--- src/pkg/sth_consts.svh ---
// Offsets, field positions, reset values and timing counts of the termination timing block
`ifndef STH_CONSTS_SVH
`define STH_CONSTS_SVH

// ------------------------------------------------------------
// Register byte offsets
// ------------------------------------------------------------
`define STH_OFF_MODE0 8'h00
`define STH_OFF_MODE1 8'h04
`define STH_OFF_MODE2 8'h08
`define STH_OFF_CTRL 8'h0c
`define STH_OFF_STATUS 8'h10

// ------------------------------------------------------------
// Field positions
// ------------------------------------------------------------
`define STH_MR0_KEEP_DLL 12
`define STH_MR0_CL_LSB 4
`define STH_MR1_AL_LSB 3
`define STH_MR1_NOM_B0 2
`define STH_MR1_NOM_B1 6
`define STH_MR1_NOM_B2 9
`define STH_MR2_CWL_LSB 3
`define STH_MR2_WR_LO 9
`define STH_MR2_WR_HI 10
`define STH_CTRL_DLL_LOCK 0
`define STH_CTRL_PWR_LSB 1
`define STH_ST_VIOL 3

// ------------------------------------------------------------
// Reset values and codes
// ------------------------------------------------------------
`define STH_RST_MODE 16'h0000
`define STH_RST_CTRL 3'h0
`define STH_AL_CL_MINUS1 2'h1
`define STH_AL_CL_MINUS2 2'h2

// ------------------------------------------------------------
// Timing counts in device clock cycles
// ------------------------------------------------------------
`define STH_CL_BASE 5'h04
`define STH_CWL_BASE 5'h05
`define STH_LAT_TRIM 5'h02
`define STH_LAT_MIN 5'h01
`define STH_HIGH_SHORT 3'h4
`define STH_HIGH_LONG 3'h6
`define STH_DEPTH 32

`endif

--- src/pkg/sth_pkg.sv ---
// Types of the synchronous termination timing block
package sth_pkg;

    typedef enum logic [1:0] {
        STH_PWR_ACTIVE = 2'h0,
        STH_PWR_ACT_PD = 2'h1,
        STH_PWR_PRE_PD = 2'h3
    } sth_power_t;

    typedef struct packed {
        logic [31:0][2:0] stage;
    } sth_dline_t;

    typedef struct packed {
        logic [1:0] ck_s;
        logic ck_q;
        logic [1:0] pin_s;
        logic [1:0] wr_s;
        logic [1:0] chop_s;
        logic pin_prev;
        logic [15:0] mode0;
        logic [15:0] mode1;
        logic [15:0] mode2;
        logic [2:0] ctrl;
        logic viol;
        logic [2:0] rem;
        logic wsel;
        logic [2:0] wcnt;
        logic term_on;
        logic term_wr;
        logic [31:0] prdata;
        logic slverr;
    } sth_state_t;

endpackage : sth_pkg

--- src/rtl/sth_delay_line.sv ---
// Delay line of per-edge pin samples, tapped at a programmable depth
`timescale 1ns/1ps
`include "sth_consts.svh"

module sth_delay_line
    import sth_pkg::*;
(
    input wire logic clk,
    input wire logic rst_b,
    input wire logic shift,
    input wire logic [2:0] din,
    input wire logic [4:0] tap,
    output logic [2:0] dout
);

    sth_dline_t cur;
    sth_dline_t next_cur;

    always_comb begin
        next_cur = cur;
        if (shift) begin
            next_cur.stage[0] = din;
            for (int i = 1; i < `STH_DEPTH; i++) begin
                next_cur.stage[i] = cur.stage[i-1];
            end
        end
    end

    always_ff @(posedge clk) begin
        if (!rst_b) begin
            cur <= '0;
        end else begin
            cur <= next_cur;
        end
    end

    // Tap 1 is the sample taken at the previous device clock edge
    assign dout = cur.stage[5'(tap - `STH_LAT_MIN)];

endmodule : sth_delay_line

--- src/rtl/sth_top.sv ---
// Synchronous on-die termination timing with dynamic write termination, APB registers
//
// Notes on behaviour
// RL1: Synchronous timing runs only with the loop locked and nominal or write termination enabled.
// RL2: It runs when active or idle, in active power-down, and in precharge power-down if kept.
// RL3: Termination turns on the on-latency in device clocks after the pin is sampled high.
// RL4: Termination turns off the off-latency in device clocks after the pin is sampled low.
// RL5: On-latency and off-latency both equal total write latency minus two.
// RL6: The internal pin copy is delayed by the additive latency of mode register one bits 4:3.
// RL7: Each latency is CAS write delay plus additive latency minus two.
// RL8: The controller holds the pin high at least four clocks after raising it.
// RL9: After a write with the pin high it holds it four clocks for a chop, six for a full burst.
// RL10: Both minimum-high counts run to the pin first sampled low and both must be met.
// RL11: With only write termination enabled the controller may leave the pin high.
// RL12: Dynamic switching is active when either write-termination bit of mode register two is set.
// RL13: Write termination replaces nominal one write latency minus two after a write.
// RL14: Nominal returns the off-latency plus six (full) or plus four (chop) after the write.
// RL15: With both terminations disabled, termination stays off whatever the pin does.
//
// The placing of the registers and the APB interface to the registers are this design's own decisions.
`timescale 1ns/1ps
`include "sth_consts.svh"

module sth_top
    import sth_pkg::*;
(
    input wire logic CLK_SYS,
    input wire logic RST_B,
    input wire logic PSEL,
    input wire logic PENABLE,
    input wire logic PWRITE,
    input wire logic [7:0] PADDR,
    input wire logic [31:0] PWDATA,
    output logic [31:0] PRDATA,
    output logic PREADY,
    output logic PSLVERR,
    input wire logic DEV_CK,
    input wire logic TERMINATION_CONTROL_PIN,
    input wire logic WRITE_CMD,
    input wire logic CHOP_FOUR_BURST,
    output logic TERM_ON,
    output logic TERM_WRITE_SEL
);

    // ------------------------------------------------------------
    // Decoding helpers
    // ------------------------------------------------------------
    function automatic logic [4:0] sth_additive(input logic [1:0] al_code,
                                                input logic [2:0] cl_code);
        logic [4:0] cl;
        cl = 5'(cl_code) + `STH_CL_BASE;
        if (al_code == `STH_AL_CL_MINUS1) begin
            sth_additive = cl - 5'h01;
        end else if (al_code == `STH_AL_CL_MINUS2) begin
            sth_additive = cl - 5'h02;
        end else begin
            sth_additive = 5'h00;
        end
    endfunction : sth_additive

    function automatic logic [2:0] sth_hold(input logic chop);
        sth_hold = chop ? (`STH_HIGH_SHORT - 3'h1) : (`STH_HIGH_LONG - 3'h1);
    endfunction : sth_hold

    function automatic logic [2:0] sth_max3(input logic [2:0] a, input logic [2:0] b);
        sth_max3 = (a > b) ? a : b;
    endfunction : sth_max3

    // ------------------------------------------------------------
    // State and derived values
    // ------------------------------------------------------------
    sth_state_t cur;
    sth_state_t next_cur;
    logic ck_rise;
    logic nom_en;
    logic wr_en;
    logic sync_mode;
    sth_power_t pwr;
    logic [4:0] add_lat;
    logic [4:0] cas_write_delay;
    logic [4:0] lat_raw;
    logic [4:0] lat;
    logic [2:0] dl_out;
    logic setup;
    logic wr_status;

    // Sampling the device clock costs up to 30 ns of lag, small against its period
    assign ck_rise = cur.ck_s[1] & ~cur.ck_q;
    assign nom_en = cur.mode1[`STH_MR1_NOM_B0] | cur.mode1[`STH_MR1_NOM_B1]
                  | cur.mode1[`STH_MR1_NOM_B2];
    assign wr_en = cur.mode2[`STH_MR2_WR_LO] | cur.mode2[`STH_MR2_WR_HI]; // [RL12]
    assign pwr = sth_power_t'(cur.ctrl[`STH_CTRL_PWR_LSB +: 2]);
    // Precharge power-down without the loop kept falls to the asynchronous mode, not built here
    assign sync_mode = cur.ctrl[`STH_CTRL_DLL_LOCK] & (nom_en | wr_en)           // [RL1]
                     & ((pwr != STH_PWR_PRE_PD) | cur.mode0[`STH_MR0_KEEP_DLL]); // [RL2]

    assign add_lat = sth_additive(cur.mode1[`STH_MR1_AL_LSB +: 2],
                                  cur.mode0[`STH_MR0_CL_LSB +: 3]); // [RL6]
    assign cas_write_delay = 5'(cur.mode2[`STH_MR2_CWL_LSB +: 3]) + `STH_CWL_BASE;
    assign lat_raw = cas_write_delay + add_lat - `STH_LAT_TRIM; // [RL5] [RL7]
    assign lat = (lat_raw < `STH_LAT_MIN) ? `STH_LAT_MIN : lat_raw;

    // ------------------------------------------------------------
    // Pin history, one entry per device clock edge
    // ------------------------------------------------------------
    sth_delay_line u_dline (
        .clk(CLK_SYS),
        .rst_b(RST_B),
        .shift(ck_rise),
        .din({cur.chop_s[1], cur.wr_s[1], cur.pin_s[1]}),
        .tap(lat),
        .dout(dl_out)
    );

    assign setup = PSEL & ~PENABLE;
    assign wr_status = PSEL & PENABLE & PWRITE & (PADDR == `STH_OFF_STATUS);

    // ------------------------------------------------------------
    // Next-state logic
    // ------------------------------------------------------------
    always_comb begin
        logic [2:0] need;
        next_cur = cur;
        need = 3'h0;
        next_cur.ck_s = {cur.ck_s[0], DEV_CK};
        next_cur.ck_q = cur.ck_s[1];
        next_cur.pin_s = {cur.pin_s[0], TERMINATION_CONTROL_PIN};
        next_cur.wr_s = {cur.wr_s[0], WRITE_CMD};
        next_cur.chop_s = {cur.chop_s[0], CHOP_FOUR_BURST};

        if (ck_rise) begin
            // Write termination window after the delayed write arrives
            if (sync_mode && wr_en && dl_out[1]) begin
                next_cur.wsel = 1'b1; // [RL13]
                next_cur.wcnt = sth_hold(dl_out[2]); // [RL14]
            end else if (cur.wcnt != 3'h0) begin
                next_cur.wcnt = cur.wcnt - 3'h1;
            end else begin
                next_cur.wsel = 1'b0; // [RL14]
            end
            // Delayed pin level drives on and off alike
            next_cur.term_on = dl_out[0] & (nom_en | next_cur.wsel); // [RL3] [RL4]

            // Watch the controller's minimum-high duty
            if (cur.pin_s[1]) begin
                need = (cur.rem != 3'h0) ? cur.rem - 3'h1 : 3'h0;
                if (!cur.pin_prev) begin
                    need = sth_max3(need, `STH_HIGH_SHORT - 3'h1); // [RL8] [RL10]
                end
                if (cur.wr_s[1]) begin
                    need = sth_max3(need, sth_hold(cur.chop_s[1])); // [RL9] [RL10]
                end
            end
            next_cur.rem = need;
            next_cur.pin_prev = cur.pin_s[1];
        end

        if (!sync_mode || !wr_en) begin
            next_cur.wsel = 1'b0;
            next_cur.wcnt = 3'h0;
        end
        if (!sync_mode) begin
            next_cur.term_on = 1'b0; // [RL15]
        end
        next_cur.term_wr = next_cur.term_on & next_cur.wsel;

        // Register writes
        if (PSEL && PENABLE && PWRITE) begin
            if (PADDR == `STH_OFF_MODE0) begin
                next_cur.mode0 = PWDATA[15:0];
            end else if (PADDR == `STH_OFF_MODE1) begin
                next_cur.mode1 = PWDATA[15:0];
            end else if (PADDR == `STH_OFF_MODE2) begin
                next_cur.mode2 = PWDATA[15:0];
            end else if (PADDR == `STH_OFF_CTRL) begin
                next_cur.ctrl = PWDATA[2:0];
            end
        end
        // A violation in the clearing cycle still sticks
        next_cur.viol = (cur.viol & ~(wr_status & PWDATA[`STH_ST_VIOL]))
                      | (ck_rise & ~cur.pin_s[1] & (cur.rem != 3'h0)); // [RL10]

        // Read data is captured in the setup cycle
        if (setup) begin
            next_cur.slverr = 1'b0;
            if (PADDR == `STH_OFF_MODE0) begin
                next_cur.prdata = {16'h0000, cur.mode0};
            end else if (PADDR == `STH_OFF_MODE1) begin
                next_cur.prdata = {16'h0000, cur.mode1};
            end else if (PADDR == `STH_OFF_MODE2) begin
                next_cur.prdata = {16'h0000, cur.mode2};
            end else if (PADDR == `STH_OFF_CTRL) begin
                next_cur.prdata = {29'h00000000, cur.ctrl};
            end else if (PADDR == `STH_OFF_STATUS) begin
                next_cur.prdata = {23'h000000, lat, cur.viol, cur.term_wr, cur.term_on,
                                   sync_mode};
            end else begin
                next_cur.prdata = 32'h00000000;
                next_cur.slverr = 1'b1;
            end
        end
    end

    always_ff @(posedge CLK_SYS) begin
        if (!RST_B) begin
            cur <= '0;
            cur.mode0 <= `STH_RST_MODE;
            cur.mode1 <= `STH_RST_MODE;
            cur.mode2 <= `STH_RST_MODE;
            cur.ctrl <= `STH_RST_CTRL;
        end else begin
            cur <= next_cur;
        end
    end

    // ------------------------------------------------------------
    // Outputs
    // ------------------------------------------------------------
    assign PRDATA = cur.prdata;
    assign PREADY = 1'b1;
    assign PSLVERR = PSEL & PENABLE & cur.slverr;
    assign TERM_ON = cur.term_on;
    assign TERM_WRITE_SEL = cur.term_wr;
endmodule : sth_top

--- config.mk ---
export PLATFORM = sky130hd
export DESIGN_NAME = sth_top
export DESIGN_NICKNAME = d
export VERILOG_FILES = /design/src/pkg/sth_pkg.sv /design/src/rtl/sth_delay_line.sv /design/src/rtl/sth_top.sv
export VERILOG_INCLUDE_DIRS = /design/src /design/src/pkg
export SDC_FILE = /design/constraint.sdc
export NUM_CORES = 1
export LEC_CHECK = 0
export ABC_AREA = 0
export BUFFER_PORTS_ARGS = -buffer_cell sky130_fd_sc_hd__buf_2
export CAP_MARGIN = 15
export CORE_ASPECT_RATIO = 1.25
export CORE_UTILIZATION = 45
export DETAILED_ROUTE_END_ITERATION = 16
export GPL_ROUTABILITY_DRIVEN = 0
export GPL_TIMING_DRIVEN = 1
export SLEW_MARGIN = 25
export SYNTH_ARGS = -nofsm -noshare
export SYNTH_HDL_FRONTEND = slang
export SYNTH_SLANG_ARGS = --single-unit
--- constraint.sdc ---
create_clock -name CLK_SYS -period 6.32 [get_ports CLK_SYS]
set_input_delay 0.948 -clock CLK_SYS [delete_from_list [all_inputs] [get_ports CLK_SYS]]
set_output_delay 0.948 -clock CLK_SYS [all_outputs]
set_load 0.01 [all_outputs]
After elaboration in Yosys (flattened, before gate mapping)
Index checks and enable logic that the tools add are counted.

storage, ports and cells
  memories = 0
  bits in read-only memories = 0
  latch bits = 0
  output and inout bits = 36
  word-level logic and storage cells = 148
  register bits after elaboration = 200
  bits in writable memories = 0

operators by class
  multiplexer cells = 32
  shifts and indexed selects = 0
  add/sub/neg operators = 9
  equality and inequality tests = 8
  $lt $le $gt $ge = 4
  reduce and logical (&&, ||, !) cells = 16
  divide/modulo/power cells = 0
  $mul = 0
  bitwise gates (word level) = 29

operators with widths
  cell                                                 count
  2-to-1 mux 3 bit                                     12
  2-to-1 mux 16 bit                                    2
  2-to-1 mux 32 bit                                    1
  2-to-1 mux 5 bit                                     4
  2-to-1 mux 9 bit                                     2
  equality test 8 x 4 -> 1 bit, second input constant  2
  binary-select mux 3 bit (select 5 bit)               1
  AND 1 bit                                            14
  2-to-1 mux 4 bit                                     3
  adder 3 x 3 -> 4 bit, second input constant          2
  equality test 8 x 3 -> 1 bit, second input constant  1
  equality test 8 x 5 -> 1 bit, second input constant  1
  zero test 8 bit                                      1
  NOT 1 bit                                            8
  2-to-1 mux 1 bit                                     7
  OR 1 bit                                             7
  < comparator 5 x 6 -> 1 bit, second input constant   1
  nonzero test 3 bit                                   2
  subtractor 3 x 1 -> 3 bit, second input constant     2
  adder 4 x 5 -> 5 bit                                 1
  < comparator 5 x 1 -> 1 bit, second input constant   1
  AND reduction 5 bit                                  1
  subtractor 4 x 1 -> 5 bit, second input constant     1
  subtractor 4 x 2 -> 5 bit, second input constant     1
  other kinds (15)                                     20

Logic depth before layout (Yosys ltp)
Gate-level depths: netlist of the first run.

  depth in word-level cells = 19
  gate-level depth with buffers = 19
  gate-level depth less buffers = 16

Modules after synthesis
A second synthesis of the first run with hierarchy kept.

second synthesis, totals
  cells, all modules = 940
  area, all modules = 9196.3 µm²

modules (own cells, without submodules)
  module          times used  seq. area each (µm²)  cells each  area each (µm²)
  sth_delay_line  1           1921.8                388         4647.0
  sth_top         1           1761.7                552         4549.4

Least setup slack after synthesis of the first run
OpenSTA, ideal clock, no wires.

  path type = register -> register
  from = register cur[83] (netlist bit)
  to = register cur[37] (netlist bit)
  setup time = 119 ps
  arrival = 3988 ps
  setup slack = 2213 ps
  stages on the path, launching flop included = 17
  period minus slack after synthesis = 4107 ps
  path through = dfxtp_1 -> inv_1 -> ha_1 -> o22a_1 -> ha_1 -> inv_1 -> ha_1 -> fa_1 -> buf_6 -> nor4_4 -> o21ba_2 -> or4_1 -> o311ai_1 -> o311a_1 -> a211oi_4 -> mux2_1 -> o221a_1

on the way
  word-level cells in the longest chain between the ends = 14

RTL lines
  item                                                                                 line                           text
  start: declaration                                                                   sth_top.sv:72                  sth_state_t cur;
  start signal: assignment                                                             sth_top.sv:212                 cur <= next_cur;
  adder 3 x 3 -> 4 bit (no source line) *                                              n/a
  subtractor 4 x 2 -> 5 bit                                                            sth_top.sv:55                  sth_additive = cl - 5'h02;
  2-to-1 mux 5 bit                                                                     sth_top.sv:54                  end else if (al_code == `STH_AL_CL_MINUS2) begin
  2-to-1 mux 5 bit *                                                                   sth_top.sv:52                  if (al_code == `STH_AL_CL_MINUS1) begin
  adder 4 x 5 -> 5 bit *                                                               sth_top.sv:100                 assign lat_raw = cas_write_delay + add_lat - `STH_LAT_TRIM;
  subtractor 5 x 2 -> 5 bit (no source line) *                                         n/a
  < comparator 5 x 1 -> 1 bit (no source line)                                         n/a
  2-to-1 mux 5 bit *                                                                   sth_top.sv:101                 assign lat = (lat_raw < `STH_LAT_MIN) ? `STH_LAT_MIN : lat_raw;
  subtractor 5 x 1 -> 5 bit (no source line) *                                         n/a
  binary-select mux 3 bit (select 5 bit) *                                             sth_delay_line.sv:38           assign dout = cur.stage[5'(tap - `STH_LAT_MIN)];
  2-to-1 mux 3 bit *                                                                   sth_delay_line.sv:38
  logical AND 1 bit or 2-to-1 mux 3 bit (tied branches)                                sth_top.sv:133, sth_top.sv:62
  inequality test 3 x 1 -> 1 bit (no source line) or 2-to-1 mux 4 bit (tied branches)  n/a
  AND reduction 2 bit (no source line) or 2-to-1 mux 4 bit (tied branches)             n/a

Mark *: on every way between the ends. The rest lies on a longest branch, timed or not. The select of a mux whose other input is x is not followed.
A chain may end at the register's enable or synchronous reset.

Worst setup path after layout of the first run
Same ends and word-level chain as after synthesis.

==> reports/results.txt, run 1 <==
The flow ran to the end, and the final reports show no timing, DRC or antenna violations. Final hold violation count: 0. The launching element type of the critical path was a flop. The worst setup path is of the flop to flop kind. The share of async-settable or async-resettable flops after synthesis is 0%. The die outline height is 162 µm. For this design the static power due to leakage is 0.00346 µW. The floorplan step defined a die boundary enclosing 21000 µm².

The class of the most critical hold timing path was flop to flop. The total negative setup slack was 0 ns. The global-route usage over all layers is 21.5%.

After synthesis, the cell types taking the most area are dfxtp_1 40%, nand2_1 14%, a21boi_0 13%, buf_4 3.2%, clkbuf_1 2.5%. Pin placement for this block handled 85 I/O pins. The clock passes through at most 2 buffers. Counting I/O delays and the setup requirement, the final critical path takes 5.25 ns. Post-CTS repair changed the size of 0 cells.

TritonCTS built the clock tree. For the cts-stage hold buffer count, the log shows 0. The highest metal layer carrying signal wires in the routed design is met4.

The post-route fraction of the period consumed by the critical path was 83.1%; the final cell count without fillers was 1418. For this configuration, the core starts out at a cell density of 45.9%. Data arrives at the worst endpoint at 5.58 ns.

Across the VDD grid, the largest voltage drop is 0.184 mV. The highest net fanout along the worst path came out at 18. The count of flip-flops with a built-in enable after synthesis was 0.

The flip-flop and latch count after synthesis is 183. The layout cell share with drive strength beyond 1 was 10.0%; the CTS H-tree depth was 4. Yosys instantiated no cell more often than nand2_1. The total area inside the core boundary comes to 20000 µm². The HPWL after detailed placement is 13800 µm. Dominant register cell in the synthesized netlist: dfxtp_1. Largest net degree at the start of global routing: 113. Sorting the synthesized cells by how often they occur yields 348 x nand2_1, 183 x dfxtp_1, 153 x a21boi_0, 61 x clkbuf_1, 39 x buf_4. The setup skew after layout was 0.0117 ns; the post-detailed-route wirelength per cell was 15.0 µm. Sequential cells were found to cover 39.9% of the synthesized design area. The area growth from synthesis to layout is 8.39%. The detailed route wirelength on metal2 is 10500 µm. The most numerous cell type found on the critical path is ha_1. Together, buffers and inverters on the worst path number 2. The logs give 1200 for the net count reported at finish and 35500 µm for the first-pass GRT wire length.

The clock latency reported for the late side of the worst-skew pair is 0.44 ns, and the max-slew violation total from the final report is 0. The via count of the first global-routing pass came out at 7105. The quantity of I/O buffers inserted on ports is 51, and the number of buffers created by CTS is 17. The post-synthesis instance area is 9190 µm². The floorplan has 58 rows. The cell sitting at the root of the clock tree is a clkbuf_16.

Sort of element at the end of the critical path: a flop. Max-cap violations in this run came to 0. Walking the worst path, the cells encountered are inv_1 -> ha_1 -> o22a_1 -> ha_1 -> inv_1 -> ha_1 -> fa_1 -> nor4_4 -> o21bai_1 -> nand2_1 -> a221o_1 -> a311oi_2 -> a211oi_4 -> mux2_1 -> o221a_1. Wires add up to 21300 µm. STA puts the critical path data required time at 6.65 ns. The run gives 0 as the remaining antenna violation count. The top cell family by delay on the critical path is compound AO/OA/AOI/OAI gates.

Clock edge transition at the registers on the reported setup and hold paths: 0.08 ns. The netlist uses 75 different library cells. After detailed routing, the number of vias per cell comes to 5.23.

In the final routing, the length of wire on met1 measures 9690 µm. The buffers inserted during post-CTS setup optimization came out at 0. The Yosys step of the flow raised 0 warnings. The cell with the largest stage delay on the worst path was fa_1. In this run the tightest slew margin relative to its limit is 28.1%.

Based on the critical path, the design can be clocked at up to 0.190 GHz. After detailed routing, the number of remaining DRC violations is 0. Setup repair after global routing left no endpoint under its margin.

The top cell type's share of synthesized area is 39.9%, and the post-placement cell count is 1386. Dividing total power by cell area gives a power density of 235 nW/µm². The floorplan step set the die width to 130 µm. The routed layout has 7414 vias.

After detailed routing, the met3 layer carries 650 µm of wire. Summed over all layers, the global routing overflow is 0. The mean instance size in the synthesized netlist came out at 7.97 µm².

The detailed router finished its first iteration with 480 violations. The count of antenna diodes in the layout is 0. The peak per-stage delay on the critical path is 0.93 ns, and the number of setup violations in the final report is 0. For this run, the detailed router's first-pass iteration total came to 4. After technology mapping, the gate count stands at 1152. For the pin with the worst max-slew slack, the measured transition is 1.07 ns. The biggest area contributor in the post-synthesis netlist is dfxtp_1. Number of sinks on the clock net: 183. The run gives 0 as the initial antenna violation count.
state kept, by name (all words and copies together) (netlist names):
| register | cells |
|---|---|
| u_dline.cur | 96 |
| cur | 69 |
| PRDATA | 16 |
| TERM_ON | 1 |
| TERM_WRITE_SEL | 1 |
cells in the final DEF (no fill, tap or decap), types with 4 or more instances in the layout:
master | Yosys | routed
o22ai_1 | 14 | 14
o2bb2ai_1 | 4 | 4
and3_1 | 6 | 6
inv_8 | 0 | 5
a22oi_1 | 7 | 7
a31oi_1 | 4 | 4
mux2i_1 | 22 | 22
a21o_1 | 4 | 4
nand2b_1 | 6 | 5
clkbuf_16 | 0 | 17
dfxtp_1 | 183 | 183
buf_4 | 39 | 9
nor3_1 | 19 | 19
buf_2 | 5 | 50
nor2_1 | 28 | 28
nor2b_1 | 31 | 30
and2_1 | 19 | 19
o21ai_0 | 19 | 19
o211ai_1 | 4 | 4
ha_1 | 15 | 15
conb_1 | 2 | 17
a211oi_1 | 7 | 7
inv_1 | 22 | 22
mux2_1 | 5 | 5
nand3_1 | 16 | 16
a21oi_1 | 29 | 29
a21boi_0 | 153 | 153
nand2_1 | 348 | 348
mux2_2 | 9 | 9
xor2_1 | 4 | 4
per-stage QoR:
| step | setup WS [ns] | power, µW | cell area [µm²] | utilization, % | hold WS [ns] |
|---|---|---|---|---|---|
| after floorplan | 2.21 | 1250 | 9240 | - | 0.412 |
| after global placement | 1.20 | 1280 | 9340 | 46.7 | 0.425 |
| after detailed placement | 1.12 | 1280 | 9350 | 46.7 | 0.425 |
| after CTS | 1.09 | 2370 | 9960 | 49.7 | 0.442 |
| after global routing | 0.723 | 2420 | 9960 | 49.7 | 0.467 |
| final | 1.07 | 2340 | 9960 | 49.7 | 0.441 |
worst paths after layout:
| path | from | to | slack (ns) | cells after the start |
|---|---|---|---|---|
| hold / removal | cur[99] | cur[100] | 0.44 | 1 |
| hold reg to reg | cur[99] | cur[100] | 0.44 | 1 |
| setup / recovery | cur[83] | cur[37] | 1.07 | 15 |
| setup reg to reg | cur[83] | cur[37] | 1.07 | 15 |
report_power, final:
| group | switching, µW | internal, µW |
|---|---|---|
| Combinational | 59.7 | 31.8 |
| Clock | 517 | 570 |
| Sequential | 2.32 | 1160 |
routing by layer:
layer / global-route usage (%) / up-vias
met5: 0 / -
met4: 9.25 / 0
met3: 3.49 / 38
met2: 35.8 / 112
met1: 27.2 / 3461
li1: - / 3803
final cells by class:
type / count / area [µm²]
Sequential cell: 183 / 3660
Tap cell: 270 / 338
Clock inverter: 15 / 184
Timing Repair Buffer: 60 / 329
Clock buffer: 17 / 425
Inverter: 22 / 82.6
Multi-Input combinational cell: 851 / 4930
Fill cell: 1993 / 10100
logic make-up (layout without fill, tap and decap cells):
logic type | after synthesis | in the layout | share of synthesized area [%]
compound gates | 284 | 284 | 22.6
xor+xnor | 4 | 4 | 0.381
fa+ha+maj | 16 | 16 | 2.26
buf+inv | 133 | 114 | 7.18
flops | 183 | 183 | 39.9
mux | 36 | 36 | 4.11
other cells | 2 | 17 | 0.0818
simple gates | 494 | 494 | 23.5
worst reg2reg max path, delay by kind of cell (launching register included):
kind / cells / cell delay, ns
and+or+nand+nor: 2 / 0.67
muxes: 1 / 0.34
adders and majority gates: 4 / 1.72
buffers and inverters: 2 / 0.15
AOI/OAI and AO/OA: 6 / 1.87
DFF: 1 / 0.41
(Power assumes the default switching activity.)
==> run 2: changes to the inputs <==
- ABC_AREA: 0 -> 1
- clock period: 6.32 -> 4.9 ns (I/O delays scaled with it)
==> run 2 against run 1 <==
Against the previous run: maximum frequency increased by 23%; first-iteration DRC count decreased by 7.1%; clock power up 21%; global-route usage shrank 0.081 points; sequential share of layout area grew 2.4 points; utilization hardly changed; largest power group unchanged.
==> reports/results.txt, run 2 <==
The flow ran to the end, and the final reports show no timing, DRC or antenna violations. Clock tree synthesis selected as its root buffer the cell clkbuf_16. The overflow left after global routing is 0 (unchanged).

The share of the core filled with cells is 49.7% (about the same). The number of cells traversed by the worst register-to-register path works out to 24 (+9). STA classifies the critical path endpoint as a flop.

The area added between synthesis and finish came out at 7.97%. In the synthesized netlist, the cells that appear most often are 205 x nand2_1, 183 x dfxtp_1, 162 x o21ai_0, 150 x nor2_1, 114 x a21oi_1. The via count came out at 7460 (+0.62%). The average via count per standard cell came out at 5.16 (-1.3%).

The count of cells along the worst hold path was 2 (+1); the share of async-settable or async-resettable flops after synthesis was 0% (unchanged). The highest net fanout along the worst path is 23 (+5). In the post-synthesis netlist, the biggest area contributors are dfxtp_1 42%, o21ai_0 9.4%, nand2_1 8.9%, a21oi_1 6.6%, nor2_1 6.5%.

The worst slack at placement is 0.592 ns (-0.530 ns), and the tightest hold margin is 0.417 ns (-0.0245 ns). The die outline height is 157 µm (-2.9%). The post-detailed-placement half-perimeter wirelength was 12800 µm (-7.2%).

The tools report the worst setup margin as 0.616 ns (-0.454 ns). The count of antenna diodes in the layout is 0 (unchanged), and the via count of the first global-routing pass is 6856 (-3.5%). The register with the most flip-flops in the final layout is u_dline.cur. The tools report the initial antenna violation count as 0 (unchanged).

For the setup skew after layout, the log shows 0.00893 ns (-0.00281 ns). Critical path class: flop to flop. The launching element type of the critical path is a flop. The logs give 1265 (+5.4%) for the net count reported at finish and 0 (unchanged) for the final hold violation count.

The post-route fraction of the period consumed by the critical path works out to 87.4% (+4.4 points). The horizontal die dimension was 126 µm (-2.9%); the worst vdd rail ir drop was 0.249 mV (+35%). The number of sinks on the clock net is 183 (unchanged).

The transition time of the tightest slew-check pin was 0.784 ns (-0.291 ns). The most used standard cell by instance count after synthesis was nand2_1. The tools report the clock latency reported for the late side of the worst-skew pair as 0.43 ns (about the same). The clock edge transition at the registers on the reported setup and hold paths came out at 0.07 ns (about the same). The post-synthesis instance area came out at 8650 µm² (-5.8%). The post-synthesis sequential area ratio is 42.4% (+2.5 points), and the count of flip-flops with a built-in enable after synthesis is 0 (unchanged). The remaining antenna violation count was 0 (unchanged). The post-detailed-route wirelength per cell works out to 14.0 µm (-7.2%). The cts-stage hold buffer count was 0 (unchanged). The top cell types in the final layout, fill and taps aside, are 205 x nand2_1, 183 x dfxtp_1, 162 x o21ai_0. The flip-flop and latch count after synthesis is 183 (unchanged), and the count of yosys warnings during synthesis is 0 (unchanged). The buffers inserted during post-CTS setup optimization is 0 (unchanged).

The number of flip-flops in the largest register was 96 (unchanged). The count of distinct cell types in the synthesized netlist was 47 (-37%); the worst slew slack as a fraction of its limit was 47.7% (+20 points). The total DRC errors in the routed layout was 0 (unchanged). The dominant register cell in the synthesized netlist was dfxtp_1. The run gives 0.62 ns (-0.45 ns) as the worst setup slack for register-to-register paths. The most common cell after layout, fill and taps aside is nand2_1.

Area of the core region: 18800 µm² (-6.2%). The max-slew violation total from the final report is 0 (unchanged). Die area: 19800 µm² (-5.8%).

TritonCTS built the clock tree. The tools report the achievable frequency as 0.233 GHz (+23%). The peak per-stage delay on the critical path works out to 0.45 ns (-0.48 ns).

The row count came out at 56 (-3.4%). The top cell type's share of synthesized area is 42.4% (+2.5 points), and the maximum count of clock buffers along a single path is 2 (unchanged). The aggregate routed wire length was 20200 µm (-5.5%); the standby leakage power was 0.00408 µW (+18%).

The critical path required time was 5.23 ns (-1.42 ns). Traced cell by cell, the critical path runs through inv_1 -> ha_1 -> o22ai_1 -> inv_1 -> ha_1 -> inv_1 -> ha_1 -> fa_1 -> inv_1 -> nand2_1 -> nor2_4 -> nand2_4 -> nand2_4 -> nand2_1 -> nand2_4 -> nand3_1 -> nand3_1 -> nand3_1 -> nand3_2 -> nand3_2 -> nand2_1 -> nand3_1 -> nor2_1 -> nor2_1. The run gives 34000 µm (-4.2%) as the first-pass GRT wire length.

For the number of cells upsized or downsized after cts, the log shows 0 (unchanged). The largest net degree at the start of global routing was 91 (-19%). Number of setup violations in the final report: 0 (unchanged). The number of maximum-capacitance violations is 0 (unchanged). The slowest stage of the critical path belongs to the cell fa_1.

Final critical-path required period: 4.28 ns (-0.966 ns). Setup repair after global routing left no endpoint under its margin. The total negative setup slack was 0 ns (unchanged). The cell taking the most area after synthesis was dfxtp_1.

The logs give 446 (-7.1%) for the first-iteration detailed-routing DRC count and 85 (unchanged) for the boundary pin count. The mean instance size in the synthesized netlist came out at 7.18 µm² (-9.9%). The class of the most critical hold timing path was flop to flop. Arrival time of the worst setup path: 4.61 ns (-0.97 ns). The tools report the number of standard cells after synthesis as 1204 (+4.5%).

The quantity of I/O buffers inserted on ports is 51 (unchanged). Layout cell share with drive strength beyond 1: 11.0% (+0.95 points). The effective utilization at floorplan was 46.1% (+0.20 points); the count of filler cells inserted in the layout was 1988 (-0.25%). The CTS H-tree depth is 4 (unchanged). The number of buffers created by CTS is 17 (unchanged), and the cell area power density is 326 nW/µm² (+39%).

For the first-pass iteration count of the detailed router, the log shows 8 (+4). The run gives 21.4% (-0.081 points) as the global-route usage over all layers.
[run 2: cell type report]
class | instances | area [µm²] | share of cell area, %
Timing Repair Buffer | 64 | 368 | 3.94
Clock buffer | 19 | 433 | 4.64
Clock inverter | 13 | 121 | 1.30
Inverter | 114 | 429 | 4.60
Multi-Input combinational cell | 820 | 4030 | 43.2
Sequential cell | 183 | 3660 | 39.2
Tap cell | 232 | 290 | 3.11
[run 2: final timing paths]
path | from | to
hold reg to reg | cur[95] | cur[96]
setup / recovery | cur[83] | cur[37]
hold / removal | cur[95] | cur[96]
setup reg to reg | cur[83] | cur[37]
[run 2: metal layers]
layer  track usage, %  up-vias  part of all wire [%]  routed length (µm)
met3             3.94       27                   3.3                 667
li1                 -     3872                     -                   -
met1             25.9     3440                    45                9160
met4             7.11        0                   2.0                 400
met2             38.1      121                    49                9940
met5                0        -                     0                   0
[run 2: through the flow]
stage	total power, µW	cell area, µm²	std cells
2_1_floorplan	1720	8710	1219
4_1_cts	3070	9340	1445
5_1_grt	3170	9340	1445
6_report	3040	9340	1445
3_5_place_dp	1760	8780	1413
3_3_place_gp	1760	8780	1413
[run 2: worst max-delay path: cells and delay by family, from the launching register on]
family / cells / cell delay [ns]
simple gates: 15 / 2.11
fa+ha+maj: 4 / 1.22
flops: 1 / 0.36
buf+inv: 4 / 0.36
compound gates: 1 / 0.13
[run 2: report_power, final]
group | leakage, µW | switching (µW) | internal [µW] | total (µW)
combinational | 0.00233 | 115 | 55.3 | 171
sequential | 0.00149 | 22.7 | 1530 | 1550
clock | 0.000257 | 615 | 705 | 1320
total | 0.00408 | 753 | 2290 | 3040
[run 2: kinds of logic (layout without fill, tap and decap cells)]
kind of cell / Yosys count / after routing / synth area share, %
xor gates and xnor gates: 3 / 3 / 0.391
adders and majority gates: 16 / 16 / 2.40
buffers and inverters: 216 / 210 / 11.8
other: 2 / 17 / 0.0868
and+or+nand+nor: 470 / 470 / 23.6
DFF: 183 / 183 / 42.4
AOI/OAI and AO/OA: 314 / 314 / 19.4
